[src/rtl/pbm_pkg.sv]
/*
 * Constants for the port B alternate function override block:
 * register offsets, control field positions, reset values, bus answers.
 * Assumes a 32-bit AXI4-Lite register bus with word-aligned registers.
 */
package pbm_pkg;

	// ------------------------------------------------------------
	// Register offsets
	// ------------------------------------------------------------
	localparam logic [7:0] OFS_DIR = 8'h00;
	localparam logic [7:0] OFS_OUT = 8'h04;
	localparam logic [7:0] OFS_PIN = 8'h08;
	localparam logic [7:0] OFS_CTRL = 8'h0c;
	localparam logic [7:0] OFS_PCMASK = 8'h10;
	localparam logic [7:0] OFS_PADSTAT = 8'h14;

	// ------------------------------------------------------------
	// Control register fields
	// ------------------------------------------------------------
	localparam int CTRL_PULLUP_DIS = 0;
	localparam int CTRL_SERIAL_EN = 1;
	localparam int CTRL_MASTER_SEL = 2;
	localparam int CTRL_PC_GROUP = 3;
	localparam int CTRL_ASYNC = 4;
	localparam int CTRL_W = 5;

	// ------------------------------------------------------------
	// Reset values
	// ------------------------------------------------------------
	localparam logic [7:0] RST_DIR = 8'h00;
	localparam logic [7:0] RST_OUT = 8'h00;
	localparam logic [7:0] RST_PCMASK = 8'h00;
	localparam logic [CTRL_W-1:0] RST_CTRL = 5'h00;

	// ------------------------------------------------------------
	// Bus answers
	// ------------------------------------------------------------
	localparam logic [1:0] RESP_OKAY = 2'h0;
	localparam logic [1:0] RESP_SLVERR = 2'h2;

endpackage : pbm_pkg

[src/rtl/pbm_pin_ovr.sv]
/*
 * One port pin: merges the override enables and values with the
 * pin's direction and output bits into pad controls.
 * Assumes override signals come from logic on the same clock.
 */
`timescale 1ns/10ps
`default_nettype none

module pbm_pin_ovr (
	input wire logic dir_bit,
	input wire logic out_bit,
	input wire logic global_pullup_disable,
	input wire logic sleep_mode,
	input wire logic pullup_ovr_en,
	input wire logic pullup_ovr_val,
	input wire logic dir_ovr_en,
	input wire logic dir_ovr_val,
	input wire logic value_ovr_en,
	input wire logic value_ovr_val,
	input wire logic input_en_ovr_en,
	input wire logic input_en_ovr_val,
	output logic pad_oe,
	output logic pad_out,
	output logic pad_pullup,
	output logic pad_input_en
);

	always_comb begin
		pad_oe = dir_ovr_en ? dir_ovr_val : dir_bit;
		pad_out = value_ovr_en ? value_ovr_val : out_bit;
		pad_pullup = pullup_ovr_en ? pullup_ovr_val
			: ({dir_bit, out_bit, global_pullup_disable} == 3'b010);
		pad_input_en = input_en_ovr_en ? input_en_ovr_val : ~sleep_mode;
	end

endmodule : pbm_pin_ovr

`default_nettype wire

[src/rtl/pbm_port_b.sv]
/*
 * Port B alternate function override with an AXI4-Lite register slave.
 * Assumes peripherals, fuses and the sleep flag run on aclk; pad inputs
 * are asynchronous and are synchronised before the pin register reads them.
 */
// Added by the designer: the placing of the registers and register access over AXI4-Lite.
// Function
// - Serial slave forces clock pin input; master lets direction bit decide.
// - Serial master forces master-in pin input; slave lets direction bit decide.
// - Serial slave forces master-out pin input; master lets direction bit decide.
// - Slave forces select pin input; interface active only while select low.
// - Forced-input serial pins keep pull-up from output bit and global disable.
// - Pin 3 carries timer 2 compare or serial master output when output.
// - Pin 2 carries timer 1 compare B when enabled and direction output.
// - Pin 1 carries timer 1 compare A when enabled and direction output.
// - Clock output fuse drives divided clock on pin 0, also during reset.
// - Oscillator pins 6 and 7 read zero in direction, output, input bits.
// - Pins 6 and 7 overrides come from clock fuses and async timer enable.
// - Change mask bit with group enable forces the pin's input enabled, except on pins 6 and 7 while used as oscillator pins.
// - Pin 0 raw input feeds timer 1 capture and pin-change logic.
// - Master-out pin: master output overrides value, slave input from pin.
// - Master-in pin: master input from pin, slave output overrides value.
// - Without override, pull-up only for direction, output, disable 0b010.
// - Direction override enable selects override value over direction bit.
// - Value override with driver on drives override value, not output bit.
`timescale 1ns/10ps
`default_nettype none

module pbm_port_b #(
	parameter int ADDR_W = 8
) (
	input wire logic aclk,
	input wire logic aresetn,
	input wire logic [ADDR_W-1:0] s_axi_awaddr,
	input wire logic s_axi_awvalid,
	output logic s_axi_awready,
	input wire logic [31:0] s_axi_wdata,
	input wire logic [3:0] s_axi_wstrb,
	input wire logic s_axi_wvalid,
	output logic s_axi_wready,
	output logic [1:0] s_axi_bresp,
	output logic s_axi_bvalid,
	input wire logic s_axi_bready,
	input wire logic [ADDR_W-1:0] s_axi_araddr,
	input wire logic s_axi_arvalid,
	output logic s_axi_arready,
	output logic [31:0] s_axi_rdata,
	output logic [1:0] s_axi_rresp,
	output logic s_axi_rvalid,
	input wire logic s_axi_rready,
	input wire logic clock_output_fuse,
	input wire logic internal_rc_selected,
	input wire logic external_clock_selected,
	input wire logic sleep_mode,
	input wire logic serial_clk_out,
	input wire logic serial_master_out,
	input wire logic serial_slave_out,
	input wire logic timer2_compare_out,
	input wire logic timer2_compare_en,
	input wire logic timer1_compare_a_out,
	input wire logic timer1_compare_a_en,
	input wire logic timer1_compare_b_out,
	input wire logic timer1_compare_b_en,
	input wire logic divided_clock_out,
	input wire logic [7:0] pad_in,
	output logic [7:0] pad_out,
	output logic [7:0] pad_oe,
	output logic [7:0] pad_pullup,
	output logic [7:0] pad_input_en,
	output logic serial_clk_in,
	output logic serial_master_in,
	output logic serial_slave_in,
	output logic serial_select_in,
	output logic serial_slave_active,
	output logic timer1_capture_in,
	output logic [7:0] pin_change_src
);

	if (ADDR_W < 5 || ADDR_W > 8) begin : g_addr_w_check
		$error("ADDR_W outside the range the register map can serve");
	end

	// ------------------------------------------------------------
	// Registers and bus state
	// ------------------------------------------------------------
	logic [7:0] dir_bits, next_dir_bits;
	logic [7:0] out_bits, next_out_bits;
	logic [7:0] pc_mask, next_pc_mask;
	logic [pbm_pkg::CTRL_W-1:0] ctrl, next_ctrl;
	logic aw_held, next_aw_held;
	logic w_held, next_w_held;
	logic [ADDR_W-1:0] aw_addr, next_aw_addr;
	logic [7:0] w_data, next_w_data;
	logic w_lane0, next_w_lane0;
	logic bvalid, next_bvalid;
	logic [1:0] bresp, next_bresp;
	logic rvalid, next_rvalid;
	logic [1:0] rresp, next_rresp;
	logic [31:0] rdata, next_rdata;
	logic [7:0] pin_meta, pin_sync;

	logic global_pullup_disable;
	logic serial_if_enable;
	logic serial_master_select;
	logic pin_change_group_enable;
	logic async_timer_clock_sel;
	logic spi_master;
	logic spi_slave;
	logic [7:0] osc_pin;
	logic [7:0] pu_en, pu_val, dd_en, dd_val, pv_en, pv_val, die_en, die_val;
	logic [7:0] in_en;

	assign global_pullup_disable = ctrl[pbm_pkg::CTRL_PULLUP_DIS];
	assign serial_if_enable = ctrl[pbm_pkg::CTRL_SERIAL_EN];
	assign serial_master_select = ctrl[pbm_pkg::CTRL_MASTER_SEL];
	assign pin_change_group_enable = ctrl[pbm_pkg::CTRL_PC_GROUP];
	assign async_timer_clock_sel = ctrl[pbm_pkg::CTRL_ASYNC];
	assign spi_master = serial_if_enable & serial_master_select;
	assign spi_slave = serial_if_enable & ~serial_master_select;

	// ------------------------------------------------------------
	// Override tables
	// ------------------------------------------------------------
	always_comb begin
		osc_pin = 8'h00;
		osc_pin[7] = (internal_rc_selected & external_clock_selected)
			| async_timer_clock_sel;
		osc_pin[6] = internal_rc_selected | async_timer_clock_sel;
		pu_en = 8'h00;
		pu_val = 8'h00;
		dd_en = 8'h00;
		dd_val = 8'h00;
		pv_en = 8'h00;
		pv_val = 8'h00;
		die_en = pc_mask & {8{pin_change_group_enable}};
		die_val = 8'hff;
		pu_en[7:6] = osc_pin[7:6];
		dd_en[7:6] = osc_pin[7:6];
		die_en[7:6] = osc_pin[7:6] | die_en[7:6];
		die_val[7] = ~osc_pin[7] | ((internal_rc_selected | external_clock_selected)
			& async_timer_clock_sel);
		die_val[6] = ~osc_pin[6] | (internal_rc_selected & async_timer_clock_sel);
		pu_en[5] = spi_slave;
		dd_en[5] = spi_slave;
		pu_en[4] = spi_master;
		dd_en[4] = spi_master;
		pu_en[3] = spi_slave;
		dd_en[3] = spi_slave;
		pu_en[2] = spi_slave;
		dd_en[2] = spi_slave;
		pu_val[5:2] = out_bits[5:2] & ~{4{global_pullup_disable}};
		pv_en[5] = spi_master;
		pv_val[5] = serial_clk_out;
		pv_en[4] = spi_slave;
		pv_val[4] = serial_slave_out;
		// Pin 3 compare or master out
		pv_en[3] = spi_master | timer2_compare_en;
		pv_val[3] = (spi_master & serial_master_out)
			| (timer2_compare_en & timer2_compare_out);
		pv_en[2] = timer1_compare_b_en;
		pv_val[2] = timer1_compare_b_out;
		pv_en[1] = timer1_compare_a_en;
		pv_val[1] = timer1_compare_a_out;
		dd_en[0] = clock_output_fuse;
		dd_val[0] = clock_output_fuse;
		pv_en[0] = clock_output_fuse;
		pv_val[0] = divided_clock_out;
	end

	// ------------------------------------------------------------
	// Per-pin merge
	// ------------------------------------------------------------
	// Combinational pad controls
	for (genvar i = 0; i < 8; i++) begin : g_pin
		pbm_pin_ovr u_pin (
			.dir_bit(dir_bits[i]),
			.out_bit(out_bits[i]),
			.global_pullup_disable(global_pullup_disable),
			.sleep_mode(sleep_mode),
			.pullup_ovr_en(pu_en[i]),
			.pullup_ovr_val(pu_val[i]),
			.dir_ovr_en(dd_en[i]),
			.dir_ovr_val(dd_val[i]),
			.value_ovr_en(pv_en[i]),
			.value_ovr_val(pv_val[i]),
			.input_en_ovr_en(die_en[i]),
			.input_en_ovr_val(die_val[i]),
			.pad_oe(pad_oe[i]),
			.pad_out(pad_out[i]),
			.pad_pullup(pad_pullup[i]),
			.pad_input_en(in_en[i])
		);
	end

	assign pad_input_en = in_en;

	// ------------------------------------------------------------
	// Digital inputs to peripherals
	// ------------------------------------------------------------
	always_comb begin
		pin_change_src = pad_in & in_en;
		serial_clk_in = pin_change_src[5];
		serial_master_in = pin_change_src[4];
		serial_slave_in = pin_change_src[3];
		serial_select_in = pin_change_src[2];
		serial_slave_active = spi_slave & ~pad_in[2];
		timer1_capture_in = pin_change_src[0];
	end

	// ------------------------------------------------------------
	// Register bus
	// ------------------------------------------------------------
	function automatic logic [31:0] read_word(input logic [7:0] ofs,
			input logic [7:0] dirv, input logic [7:0] outv,
			input logic [7:0] pinv, input logic [7:0] pcm,
			input logic [pbm_pkg::CTRL_W-1:0] ctl, input logic [7:0] mask,
			input logic [7:0] oe);
		logic [31:0] w;
		w = 32'h0000_0000;
		unique case (ofs)
			pbm_pkg::OFS_DIR: w[7:0] = dirv & ~mask;
			pbm_pkg::OFS_OUT: w[7:0] = outv & ~mask;
			pbm_pkg::OFS_PIN: w[7:0] = pinv & ~mask;
			pbm_pkg::OFS_CTRL: w[pbm_pkg::CTRL_W-1:0] = ctl;
			pbm_pkg::OFS_PCMASK: w[7:0] = pcm;
			pbm_pkg::OFS_PADSTAT: w[7:0] = oe;
			default: w = 32'h0000_0000;
		endcase
		return w;
	endfunction : read_word

	function automatic logic mapped(input logic [7:0] ofs);
		return ofs == pbm_pkg::OFS_DIR || ofs == pbm_pkg::OFS_OUT
			|| ofs == pbm_pkg::OFS_PIN || ofs == pbm_pkg::OFS_CTRL
			|| ofs == pbm_pkg::OFS_PCMASK || ofs == pbm_pkg::OFS_PADSTAT;
	endfunction : mapped

	logic [7:0] wofs, rofs;
	logic do_write;

	always_comb begin
		wofs = 8'(aw_addr);
		rofs = 8'(s_axi_araddr);
		next_aw_held = aw_held;
		next_w_held = w_held;
		next_aw_addr = aw_addr;
		next_w_data = w_data;
		next_w_lane0 = w_lane0;
		next_bvalid = bvalid;
		next_bresp = bresp;
		next_rvalid = rvalid;
		next_rresp = rresp;
		next_rdata = rdata;
		next_dir_bits = dir_bits;
		next_out_bits = out_bits;
		next_pc_mask = pc_mask;
		next_ctrl = ctrl;
		if (s_axi_awvalid && !aw_held) begin
			next_aw_held = 1'b1;
			next_aw_addr = s_axi_awaddr;
		end
		if (s_axi_wvalid && !w_held) begin
			next_w_held = 1'b1;
			next_w_data = s_axi_wdata[7:0];
			next_w_lane0 = s_axi_wstrb[0];
		end
		do_write = aw_held && w_held && !bvalid;
		if (do_write) begin
			next_aw_held = 1'b0;
			next_w_held = 1'b0;
			next_bvalid = 1'b1;
			next_bresp = (mapped(wofs) && wofs[1:0] == 2'h0) ? pbm_pkg::RESP_OKAY
				: pbm_pkg::RESP_SLVERR;
			if (w_lane0 && wofs[1:0] == 2'h0) begin
				unique case (wofs)
					pbm_pkg::OFS_DIR: next_dir_bits = w_data;
					pbm_pkg::OFS_OUT: next_out_bits = w_data;
					pbm_pkg::OFS_PCMASK: next_pc_mask = w_data;
					pbm_pkg::OFS_CTRL: next_ctrl = w_data[pbm_pkg::CTRL_W-1:0];
					default: next_ctrl = ctrl;
				endcase
			end
		end else if (bvalid && s_axi_bready) begin
			next_bvalid = 1'b0;
		end
		if (s_axi_arvalid && !rvalid) begin
			next_rvalid = 1'b1;
			next_rdata = read_word(rofs, dir_bits, out_bits, pin_sync, pc_mask,
				ctrl, osc_pin, pad_oe);
			next_rresp = (mapped(rofs) && rofs[1:0] == 2'h0) ? pbm_pkg::RESP_OKAY
				: pbm_pkg::RESP_SLVERR;
		end else if (rvalid && s_axi_rready) begin
			next_rvalid = 1'b0;
		end
	end

	always_ff @(posedge aclk) begin
		if (!aresetn) begin
			dir_bits <= pbm_pkg::RST_DIR;
			out_bits <= pbm_pkg::RST_OUT;
			pc_mask <= pbm_pkg::RST_PCMASK;
			ctrl <= pbm_pkg::RST_CTRL;
			aw_held <= 1'b0;
			w_held <= 1'b0;
			aw_addr <= '0;
			w_data <= 8'h00;
			w_lane0 <= 1'b0;
			bvalid <= 1'b0;
			bresp <= pbm_pkg::RESP_OKAY;
			rvalid <= 1'b0;
			rresp <= pbm_pkg::RESP_OKAY;
			rdata <= 32'h0000_0000;
			pin_meta <= 8'h00;
			pin_sync <= 8'h00;
		end else begin
			dir_bits <= next_dir_bits;
			out_bits <= next_out_bits;
			pc_mask <= next_pc_mask;
			ctrl <= next_ctrl;
			aw_held <= next_aw_held;
			w_held <= next_w_held;
			aw_addr <= next_aw_addr;
			w_data <= next_w_data;
			w_lane0 <= next_w_lane0;
			bvalid <= next_bvalid;
			bresp <= next_bresp;
			rvalid <= next_rvalid;
			rresp <= next_rresp;
			rdata <= next_rdata;
			pin_meta <= pad_in;
			pin_sync <= pin_meta;
		end
	end

	always_comb begin
		s_axi_awready = ~aw_held;
		s_axi_wready = ~w_held;
		s_axi_bvalid = bvalid;
		s_axi_bresp = bresp;
		s_axi_arready = ~rvalid;
		s_axi_rvalid = rvalid;
		s_axi_rresp = rresp;
		s_axi_rdata = rdata;
	end

endmodule : pbm_port_b

`default_nettype wire

[config.mk]
export PLATFORM = sky130hd
export DESIGN_NAME = pbm_port_b
export DESIGN_NICKNAME = d
export VERILOG_FILES = /design/src/rtl/pbm_pkg.sv /design/src/rtl/pbm_pin_ovr.sv /design/src/rtl/pbm_port_b.sv
export SDC_FILE = /design/constraint.sdc
export NUM_CORES = 1
export LEC_CHECK = 0
export BUFFER_PORTS_ARGS = -buffer_cell sky130_fd_sc_hd__clkbuf_2
export CELL_PAD_IN_SITES_DETAIL_PLACEMENT = 0
export CELL_PAD_IN_SITES_GLOBAL_PLACEMENT = 1
export CORE_MARGIN = 1
export CORE_UTILIZATION = 34
export CTS_CLUSTER_DIAMETER = 50
export DETAILED_ROUTE_END_ITERATION = 8
export PLACE_DENSITY_LB_ADDON = 0.08
export SLEW_MARGIN = 20
export SYNTH_ARGS = -nofsm -noshare
export SYNTH_HDL_FRONTEND = slang
export SYNTH_SLANG_ARGS = --single-unit
[constraint.sdc]
create_clock -name aclk -period 2.3 [get_ports aclk]
set_clock_uncertainty 0.05 [all_clocks]
set_input_delay 0.23 -clock aclk [delete_from_list [all_inputs] [get_ports aclk]]
set_output_delay 0.23 -clock aclk [all_outputs]
set_load 0.01 [all_outputs]
# Word level (Yosys, flattened, before mapping)
# Index checks and enable logic that the tools add are counted.
[op_classes] n_reduce_logical=35 n_mux=35 eq_ne=18 bitwise=33
[op_table] cell="8-bit AND" n=5
[op_table] cell="8-bit by 4-bit equality test with 1-bit output, second input constant" n=4
[op_table] cell="8-bit by 5-bit equality test with 1-bit output, second input constant" n=4
[op_table] cell="1-bit two-way mux" n=31
[op_table] cell="5-bit case mux with 6 select lines" n=1
[op_table] cell="3-bit by 2-bit equality test with 1-bit output, second input constant" n=8
[op_table] cell="8-bit by 3-bit equality test with 1-bit output, second input constant" n=2
[op_table] cell="8-bit logical NOT" n=2
[op_table] cell="3-bit case mux with 5 select lines" n=1
[op_table] cell="3-bit AND reduction" n=4
[op_table] cell="1-bit logical AND" n=10
[op_table] cell="1-bit logical OR" n=10
[op_table] cell="1-bit NOT" n=9
[op_table] cell="1-bit AND" n=8
[op_table] cell="8-bit NOT" n=1
[op_table] cell="1-bit bitwise OR" n=7
[op_table] cell="4-bit AND" n=1
[op_table] cell="1-bit logical NOT" n=4
[op_table] cell="2-bit logical NOT" n=2
[op_table] cell="2-bit two-way mux" n=2
[op_table] cell="4-bit NOT" n=1
[op_table] cell="2-bit nonzero test" n=2
[op_table] cell="2-bit bitwise OR" n=1
[op_table] cell="2-bit OR reduction" n=1
[totals] output_inout_bits=87 wordCells=137 ff_bits=78 inputBits=81

# Logic depth before layout (Yosys ltp)
# Gate-level depths: netlist of run 1.
[depth] ltp_word=8 depth_mapped=6 depth_no_buf=5

# Modules after synthesis
# A second synthesis of run 1 with hierarchy kept.
[unflattened] cells_unflattened=440 hier_area_um2=3943.8
[modules_own_cells] mod="pbm_port_b" n_inst=1 cells_per_inst=376 area_per_inst_um2=3523.4 seq_area_each_um2=1521.5
[modules_own_cells] mod="pbm_pin_ovr" n_inst=8 cells_per_inst=8 area_per_inst_um2=52.6 seq_area_each_um2=0.0

# Worst setup path after synthesis of run 1
# No wires, ideal clock.
[synth_path] path_kind="reg2reg" start="register aw_addr[1]" end="register out_bits[0]" period_less_slack_ns=1.966 n_path_buf=1 path_stages_with_launch=6 setup_slack_ns=0.334 required_time_ns=2.122 setup_ns=0.128 arrival_ns=1.789 path_cell_list="dfxtp_1 or4_4 buf_6 nor4_4 mux2i_1 nor2_1"
[synth_via] elab_chain_cells=3 word_cells_on_any_way=4
[synth_lines] element="from (decl)" line_no="pbm_port_b.sv:92" rtl="logic [ADDR_W-1:0] aw_addr, next_aw_addr;"
[synth_lines] element="from (signal assigned)" line_no="pbm_port_b.sv:322" rtl="aw_addr <= next_aw_addr;"
[synth_lines] element="parallel branches: the longest is 2 deep, another holds 8-bit by 3-bit equality test with 1-bit output"
[synth_lines] element="3-bit AND reduction (no source line) (*)"
[synth_lines] element="to (signal assigned)" line_no="pbm_port_b.sv:300" rtl="out_bits <= pbm_pkg::RST_OUT;"
[synth_lines] element="to (signal assigned)" line_no="pbm_port_b.sv:317" rtl="out_bits <= next_out_bits;"
[synth_lines] element="to (decl)" line_no="pbm_port_b.sv:87" rtl="logic [7:0] out_bits, next_out_bits;"
# Mark *: on every way between the ends.
# A chain may end at the register's enable or synchronous reset.

# Worst setup path after layout of run 1
[layout_path] start="register aw_addr[1]" end="register dir_bits[1]"
[layout_via] elab_chain_cells=3 word_cells_on_any_way=4
[layout_lines] element="2-bit logical NOT" line_no="pbm_port_b.sv:274" rtl="if (w_lane0 && wofs[1:0] == 2'h0) begin"
[layout_lines] element="1-bit logical AND" line_no="pbm_port_b.sv:274"
[layout_lines] element="3-bit AND reduction (no source line) (*)"
[layout_lines] element="to (signal assigned)" line_no="pbm_port_b.sv:299" rtl="dir_bits <= pbm_pkg::RST_DIR;"
[layout_lines] element="to (signal assigned)" line_no="pbm_port_b.sv:316" rtl="dir_bits <= next_dir_bits;"
[layout_lines] element="to (decl)" line_no="pbm_port_b.sv:86" rtl="logic [7:0] dir_bits, next_dir_bits;"
# Every way passes the cells marked *; elsewhere a longest branch is shown, timed or not.

==> results by group, run 1 <==
Worst setup path
  – Critical path class: flop to flop
  – Crit path launch type: flop
  – CP Capture Type: flop
  – Crit-path max FO: 8
  – CP required: ~2500 ps
  – Arr. time, crit path: roughly 2200 ps

STA
  – Final period utilization: roughly 89%
  – Hold slack: about 58 ps
  – Final slew viol count: 0
  – Worst slew margin: between 60% and 70%
  – RSZ-0062 raised after global routing: no
  – Worst-Margin Slew: roughly 560 ps
  – Final worst slack: roughly 250 ps
  – Max Fclk: between 400 and 500 MHz
  – Final min period: slightly above 2000 ps
  – Setup TNS: 0 ps
  – Hold Fails Final Rpt: 0
  – Final setup viols: 0

Synth
  – Post-synth EDFFs: 0
  – Post-Syn Instances: roughly 460
  – Syn Area/Cell: 8.56 um^2
  – #FFs+latches synth: between 70 and 80
  – Post-Synthesis Cell Area: between 0.003 and 0.004 mm^2
  – Syn. warnings: 0
  – Post-synth top area cell: dfxtp_1
  – Top_reg_cell synth: dfxtp_1
  – Sequential area share after synthesis: 38.3%
  – Unique masters post-synth: 50
  – FFs w/ async S/R, synth: 0%
  – Most area-consuming cells after synthesis: dfxtp_1 38%, buf_4 12%, mux2i_1 8.3%
  – Share of the synthesized area in the top cell type: between 30% and 40%

Cells and area
  – Post-route insts no fill: approximately 680
  – Register area: roughly 0.0015 mm^2
  – Finished Cell Area: around 0.0046 mm^2
  – Antenna fix cells: 0
  – Fillcell total: 1,241
  – Area growth, synth to finish: 15.8%
  – Share of layout cells above drive strength 1: between 20% and 30%
  – Commonest non-fill, non-tap cell in the layout: clkbuf_2
  – Most frequent cells in the layout: 114 x clkbuf_2, 76 x dfxtp_1, 42 x nand2_1
  – Area occupied by multi-input gates: 0.00193 mm^2
  – Fin nets: 618

Placement
  – Placed Area: around 0.0043 mm^2
  – Post-DP HPWL: between 7000 and 8000 um
  – Placed cell count: 668
  – Routability cong.: around 0.74
  – IO buf count: approximately 110
  – Pre-CTS setup slack: roughly 250 ps

Route
  – Vias post-DR: about 3,300
  – Wirelength per Cell: 15.4 um
  – Initial drt markers: between 150 and 200
  – Via density: roughly 4.8
  – DRT antenna net count: 0
  – Remaining DRCs: 0
  – Final WL: 10,500 um
  – DRT Pass-1 Iters: 4

Floorplan
  – Die X: between 100 and 150 um
  – Die area: around 0.012 mm^2
  – Die H: about 110 um
  – Core area: 0.0114 mm^2
  – Boundary Pins: ~170
  – Initial core utilization: a little over a third
  – # rows: 39

Pwr
  – Peak supply drop: about 0.3 mV
  – Pwr/cell area: around 670 mW/mm^2
  – Leak: roughly 0.0020 uW

Global routing
  – First-pass GRT wire length: around 16,000 um
  – Initial antenna violation count: 0
  – All-layer global routing usage: between 10% and 20%
  – Pin count of the biggest net entering global routing: 30
  – Vias in the first global route: around 2,900
  – Total gr overflow: 0

Run
  – MaxCap Viol Count: 0

CTS
  – Max H-tree Level: 3
  – Max clock buf depth: 2
  – Clk slew on worst S/H paths: 60 ps
  – Cts bufs inserted: 9
  – Root Driver: clkbuf_16
  – Cts hold-fix bufs: 0
  – CTS Sinks: 76
  – Post-CTS setup buffer count: 0
  – # resized after CTS: 0
  – TritonCTS clock tree: yes
  – Clock Latency Late Sink: 330 ps

Run status
  – Status: finished clean

Hold path
  – HP Class: primary input to flop
## worst max-delay path: stages (launching register included)
cell and delay [ps]:
dfxtp_1 310, or4_4 620, or4_1 670, o21ai_1 190, a21oi_1 90
## per-stage QoR
step                      util, %  power (uW)
after CTS                    40.2        3150
after global placement       37.7        1750
final                        40.2        3100
after global routing         40.2        3270
after floorplan                 -        1680
after detailed placement     37.7        1750
## worst paths after layout
path                    start          end  slack (ps)  depth (start not counted)
setup / recovery   aw_addr[1]  dir_bits[1]         250                          4
hold / removal      pad_in[7]  pin_meta[7]          60                          2
setup reg to reg   aw_addr[1]  dir_bits[1]         250                          4
hold reg to reg   pin_meta[1]  pin_sync[1]         380                          1
## synthesized netlist by cell type (6+ instances only)
cell      number
nor2b_1        6
nor2_1        39
nor3b_1       10
o21ai_0       12
o21ai_1       10
mux2i_1       33
dfxtp_1       76
nand3_1       14
nand2b_1       6
inv_1         11
and2_1        30
mux2_2         7
buf_4         63
clkbuf_1      20
nand2_1       42
a21oi_1       27
## final cells by class
cell class | count | area share [%]
Clock buffer | 13 | 5.45
Clock inverter | 2 | 0.762
Inverter | 11 | 0.898
Multi-Input combinational cell | 315 | 42.0
Sequential cell | 76 | 33.1
Tap cell | 143 | 3.89
Timing Repair Buffer | 123 | 13.9
## where the power goes
group | switching, uW | leakage, uW | internal [uW]
combinational | 191 | 0.00121 | 131
sequential | 40.0 | 0.000620 | 1360
clock | 516 | 0.000140 | 863
## registers in the layout (all words and copies together), names as in the netlist, 5 cells and up
signal	cells
s_axi_rdata	8
out_bits	8
dir_bits	8
pc_mask	8
pin_sync	8
aw_addr	8
pin_meta	8
ctrl	5
w_data	8
## routing by layer
layer	track usage [%]	part of all wire [%]	routed length, um	vias up
li1	-	-	-	1639
met4	7.14	0.97	102	0
met1	26.2	50	5240	1510
met2	27.4	44	4660	101
met3	3.12	4.7	489	9
met5	0	0	0	-
## cells by family (layout without fill, tap and decap cells)
group / after synthesis / in the layout / share of synthesized area [%]
buf+inv: 98 / 149 / 15.4
flops: 76 / 76 / 38.3
xor+xnor: 1 / 1 / 0.221
compound gates: 70 / 70 / 10.5
other cells: 1 / 26 / 0.0945
simple gates: 177 / 177 / 24.8
mux: 40 / 40 / 10.3
fa+ha+maj: 1 / 1 / 0.315
Note: power is estimated with default switching activity, not from simulation.
==> run 2: changes to the inputs <==
--- a/config.mk
+++ b/config.mk
@@ -5,14 +5,15 @@
 export SDC_FILE = /design/constraint.sdc
 export NUM_CORES = 1
 export LEC_CHECK = 0
-export BUFFER_PORTS_ARGS = -buffer_cell sky130_fd_sc_hd__clkbuf_2
 export CELL_PAD_IN_SITES_DETAIL_PLACEMENT = 0
 export CELL_PAD_IN_SITES_GLOBAL_PLACEMENT = 1
 export CORE_MARGIN = 1
-export CORE_UTILIZATION = 34
+export CORE_UTILIZATION = 35
 export CTS_CLUSTER_DIAMETER = 50
 export DETAILED_ROUTE_END_ITERATION = 8
+export DONT_BUFFER_PORTS = 1
 export PLACE_DENSITY_LB_ADDON = 0.08
+export RECOVER_POWER = 50
 export SLEW_MARGIN = 20
 export SYNTH_ARGS = -nofsm -noshare
 export SYNTH_HDL_FRONTEND = slang
==> results by group, run 2 (synthesized netlist as in run 1, its figures left out) <==
STA
  – Final worst slack: 219 ps (-26.4 ps)
  – Final slew viol count: 0 (unchanged)
  – Final min period: 2080 ps (+26.4 ps)
  – Max Fclk: 481 MHz (-1.3%)
  – Worst slew margin: 58.3% (-4.2 points)
  – Setup TNS: 0 ps (unchanged)
  – Final period utilization: 90.5% (+1.1 points)
  – Hold Fails Final Rpt: 0 (unchanged)
  – RSZ-0062 raised after global routing: no
  – Worst-Margin Slew: 616 ps (+54.7 ps)
  – Final setup viols: 0 (unchanged)

Worst setup path
  – Critical path class: flop to flop
  – Crit-path max FO: 8 (unchanged)
  – CP required: 2450 ps (about the same)
  – Arr. time, crit path: 2230 ps (+20 ps)
  – Crit path launch type: flop
  – CP Capture Type: flop

CTS
  – Max clock buf depth: 2 (unchanged)
  – # resized after CTS: 0 (unchanged)
  – Clk slew on worst S/H paths: 60 ps (about the same)
  – TritonCTS clock tree: yes
  – CTS Sinks: 76 (unchanged)
  – Root Driver: clkbuf_16
  – Cts bufs inserted: 9 (unchanged)
  – Max H-tree Level: 3 (unchanged)
  – Clock Latency Late Sink: 330 ps (about the same)

Pwr
  – Peak supply drop: 0.272 mV (-7.7%)
  – Leak: 0.00160 uW (-19%)
  – Pwr/cell area: 692 mW/mm^2 (+2.5%)
  – Final Power: 2990 uW (-3.5%)

Cells and area
  – Fillcell total: 1,134 (-8.6%)
  – Most frequent cells in the layout: 76 x dfxtp_1, 42 x nand2_1, 39 x nor2_1
  – Share of layout cells above drive strength 1: 7.86% (-20 points)
  – Fin nets: 535 (-13%)
  – Commonest non-fill, non-tap cell in the layout: dfxtp_1
  – Antenna fix cells: 0 (unchanged)
  – Area growth, synth to finish: 8.92%

Floorplan
  – Die area: 0.0118 mm^2 (-2.8%)
  – Die X: 109 um (-1.4%)
  – Die H: 109 um (-1.4%)
  – # rows: 38 (-2.6%)
  – Core area: 0.0109 mm^2 (-4.2%)
  – Boundary Pins: 168 (unchanged)
  – Initial core utilization: 36.3% (+1.5 points)

Route
  – DRT Pass-1 Iters: 4 (unchanged)
  – Initial drt markers: 123 (-28%)
  – Final WL: 10,600 um (+1.1%)
  – Remaining DRCs: 0 (unchanged)
  – Via density: 5.01 (+5.0%)
  – Vias post-DR: 2,996 (-8.1%)
  – DRT antenna net count: 0 (unchanged)
  – Wirelength per Cell: 17.7 um (+15%)

Global routing
  – All-layer global routing usage: 18.7% (+0.35 points)
  – Pin count of the biggest net entering global routing: 51 (+70%)
  – Vias in the first global route: 2,813 (-3.6%)
  – Initial antenna violation count: 1 (+1)
  – First-pass GRT wire length: 16,100 um (+0.21%)
  – Total gr overflow: 0 (unchanged)

Placement
  – Routability cong.: 0.733 (-1.3%)
  – Post-DP HPWL: 7460 um (-3.7%)
  – IO buf count: 0 (-100%)
  – Pre-CTS setup slack: 216 ps (-38.4 ps)

Run status
  – Status: finished clean

Run
  – MaxCap Viol Count: 0 (unchanged)

Hold path
  – HP Class: primary input to flop
run 2: path summary, 6_finish.rpt:
| kind | start | depth (start not counted) | slack, ps | end |
|---|---|---|---|---|
| worst max-delay path | aw_addr[1] | 4 | 220 | dir_bits[4] |
| worst min-delay path | s_axi_awaddr[5] | 2 | 4 | aw_addr[5] |
| worst max register to register | aw_addr[1] | 4 | 220 | dir_bits[4] |
| worst min register to register | pin_meta[7] | 1 | 380 | pin_sync[7] |
run 2: what timing repair did:
| action | 4_1_cts | 5_1_grt |
|---|---|---|
| buffers inserted | 0 | 0 |
| hold buffers | 32 | 0 |
| hold endpoints to repair | 33 | 0 |
run 2: critical path, stage by stage (launching register included):
cell	delay [ps]
dfxtp_1	310
or4_4	620
or4_1	680
o21ai_1	200
a21oi_1	80
run 2: final cells by class:
cell class	count	area, um^2	area share [%]
clock buffer	10	239	5.53
clock inverter	6	40.0	0.926
inverter	11	41.3	0.955
multi-input combinational	315	1930	44.6
sequential	76	1520	35.2
tap	140	175	4.05
timing repair buffer	40	377	8.71
run 2: per-stage QoR:
step / util [%] / hold slack [ps] / instances / cell area (um^2)
2_1_floorplan: - / 296 / 489 / 4060
3_3_place_gp: 34.1 / 300 / 550 / 3730
3_5_place_dp: 34.1 / 305 / 550 / 3730
4_1_cts: 39.6 / 0.525 / 598 / 4330
5_1_grt: 39.5 / 13.6 / 598 / 4320
6_report: 39.5 / 4.19 / 598 / 4320
run 2: power by group:
part           total [uW]  switching (uW)  internal (uW)
clock network        1330             569            757
logic                 262             151            110
registers            1400            44.7           1360
total                2990             765           2230
run 2: metal layers:
metal / global-route usage, % / share of wire, % / vias up
li1: - / - / 1469
met3: 3.25 / 6.6 / 11
met5: 0 / 0 / -
met4: 7.92 / 1.5 / 0
met2: 28.7 / 46 / 124
met1: 25.8 / 46 / 1392
==> run 3: changes to the inputs <==
--- a/config.mk
+++ b/config.mk
@@ -12,7 +12,7 @@
 export CTS_CLUSTER_DIAMETER = 50
 export DETAILED_ROUTE_END_ITERATION = 8
 export DONT_BUFFER_PORTS = 1
-export PLACE_DENSITY_LB_ADDON = 0.08
+export PLACE_DENSITY_LB_ADDON = 0.1
 export RECOVER_POWER = 50
 export SLEW_MARGIN = 20
 export SYNTH_ARGS = -nofsm -noshare
==> constraint.sdc (replaced) <==
create_clock -name aclk -period 2.1 [get_ports aclk]
set_clock_uncertainty 0.05 [all_clocks]
set_input_delay 0.21 -clock aclk [delete_from_list [all_inputs] [get_ports aclk]]
set_output_delay 0.21 -clock aclk [all_outputs]
set_load 0.01 [all_outputs]
==> results by group, run 3 (synthesized netlist as in run 1, its figures left out) <==
Placement
  – IO buf count: 0 (unchanged)
  – Placed Area: 0.00375 mm^2 (+0.60%)
  – Routability cong.: 0.739 (+0.75%)
  – Post-DP HPWL: 7390 um (-0.86%)

Route
  – Via density: 5.01 (about the same)
  – Highest metal used: met4
  – Final WL: 10,700 um (+1.2%)
  – Initial drt markers: 115 (-6.5%)
  – Met3 routed WL: 650 um (-6.9%)
  – Vias post-DR: 3,050 (+1.8%)
  – M1 wire length: 5060 um (+3.1%)
  – DRT antenna net count: 0 (unchanged)
  – Wirelength per Cell: 17.6 um (-0.62%)
  – Routed length on met2: 4870 um (+0.91%)
  – Remaining DRCs: 0 (unchanged)
  – DRT Pass-1 Iters: 4 (unchanged)

CTS
  – TritonCTS clock tree: yes
  – Root Driver: clkbuf_16
  – Clk slew on worst S/H paths: 60 ps (about the same)
  – Max H-tree Level: 3 (unchanged)
  – Cts bufs inserted: 9 (unchanged)
  – Max clock buf depth: 2 (unchanged)
  – Clock Latency Late Sink: 340 ps (about the same)
  – CTS Sinks: 76 (unchanged)

Global routing
  – Initial antenna violation count: 1 (unchanged)
  – All-layer global routing usage: 19.1% (+0.37 points)
  – Vias in the first global route: 2,903 (+3.2%)
  – Pin count of the biggest net entering global routing: 46 (-9.8%)
  – Total gr overflow: 0 (unchanged)
  – First-pass GRT wire length: 16,300 um (+1.5%)

Cells and area
  – Share of layout cells above drive strength 1: 7.89% (+0.029 points)
  – Fillcell total: 1,152 (+1.6%)
  – Final Core Density: 40.8% (+1.3 points)
  – Most frequent cells in the layout: 76 x dfxtp_1, 42 x nand2_1, 40 x dlygate4sd3_1
  – Fin nets: 546 (+2.1%)
  – Area growth, synth to finish: 12.5%
  – Register area: 0.00152 mm^2 (unchanged)
  – Commonest non-fill, non-tap cell in the layout: dfxtp_1
  – Finished Cell Area: 0.00447 mm^2 (+3.3%)
  – Area occupied by multi-input gates: 0.00193 mm^2 (unchanged)
  – Antenna fix cells: 0 (unchanged)

Hold path
  – HP Class: primary input to flop

Pwr
  – Combinational power share: 8.6% (about the same)
  – Peak supply drop: 0.298 mV (+9.3%)
  – Int Pwr: 2700 uW (+21%)
  – Clock power frac: 47.9% (+3.6 points)
  – Leak: 0.00167 uW (+4.1%)
  – Sw Share: 23.6% (-2.0 points)
  – Pwr/cell area: 790 mW/mm^2 (+14%)
  – Net Switching: 832 uW (+8.9%)
  – Seq pwr share: 43.5% (-3.4 points)

Run status
  – Status: finished clean

STA
  – Hold slack: 5.06 ps (+0.862 ps)
  – Hold Fails Final Rpt: 0 (unchanged)
  – Worst-Margin Slew: 671 ps (+55.1 ps)
  – Final slew viol count: 0 (unchanged)
  – Worst slew margin: 55.1% (-3.2 points)
  – Final min period: 2000 ps (-80.4 ps)
  – Final setup viols: 0 (unchanged)
  – Max Fclk: 500 MHz (+4.0%)
  – Setup TNS: 0 ps (unchanged)
  – RSZ-0062 raised after global routing: no
  – Final period utilization: 95.2% (+4.8 points)

Floorplan
  – Initial core utilization: 36.3% (unchanged)
  – Die H: 109 um (unchanged)
  – Boundary Pins: 168 (unchanged)
  – Die area: 0.0118 mm^2 (unchanged)
  – Die X: 109 um (unchanged)
  – Core area: 0.0109 mm^2 (unchanged)
  – # rows: 38 (unchanged)

Worst setup path
  – CP required: 2250 ps (-200 ps)
  – CP Capture Type: flop
  – Crit-path max FO: 8 (unchanged)
  – Worst reg-to-reg setup slack: 100 ps (-120 ps)
  – Arr. time, crit path: 2150 ps (-80 ps)
  – Critical path class: flop to flop
  – Crit path launch type: flop

Run
  – MaxCap Viol Count: 0 (unchanged)
==> run 3: power by group through the flow <==
stage	registers, uW	logic (uW)	clock network, uW
2_1_floorplan	1550	290	0
3_3_place_gp	1570	240	0
3_5_place_dp	1570	241	0
4_1_cts	1540	306	1710
5_1_grt	1540	339	1780
6_report	1540	303	1690
==> run 3: repair_timing <==
| item | in CTS | in global routing |
|---|---|---|
| endpoints found under the hold margin | 42 | 0 |
| setup buffers | 0 | 0 |
| gates resized for setup | 0 | 0 |
| hold buffers | 40 | 0 |
==> run 3: worst paths after layout <==
kind | startpoint | to | cells past startpoint
hold / removal | aresetn | s_axi_rdata[4] | 2
hold reg to reg | pin_meta[7] | pin_sync[7] | 1
setup reg to reg | aw_addr[1] | dir_bits[7] | 4
setup / recovery | aw_addr[1] | dir_bits[7] | 4
==> run 3: final cells by class <==
| type | instances | area share, % |
|---|---|---|
| Clock inverter | 4 | 1.62 |
| Tap cell | 140 | 3.92 |
| Clock buffer | 12 | 5.52 |
| Sequential cell | 76 | 34.1 |
| Inverter | 11 | 0.924 |
| Multi-Input combinational cell | 315 | 43.2 |
| Timing Repair Buffer | 51 | 10.7 |
==> run 3: critical path, cell delays in order, from the launching register on <==
cell and delay [ps]:
dfxtp_1 310, or4_4 540, or4_1 670, o21ai_1 210, a21oi_1 80
==> run 3: through the flow <==
stage | worst slack [ps] | total power [uW] | std cells
floorplan | 134 | 1840 | 489
global placement | 148 | 1810 | 553
detailed placement | 116 | 1810 | 553
CTS | 92.2 | 3560 | 609
global route | 28.8 | 3660 | 609
finish | 99.9 | 3530 | 609
==> run 3: routing by layer <==
layer | track usage (%) | vias up
met5 | 0 | -
met4 | 7.53 | 0
met3 | 3.44 | 10
met2 | 29.3 | 106
met1 | 26.4 | 1439
li1 | - | 1495
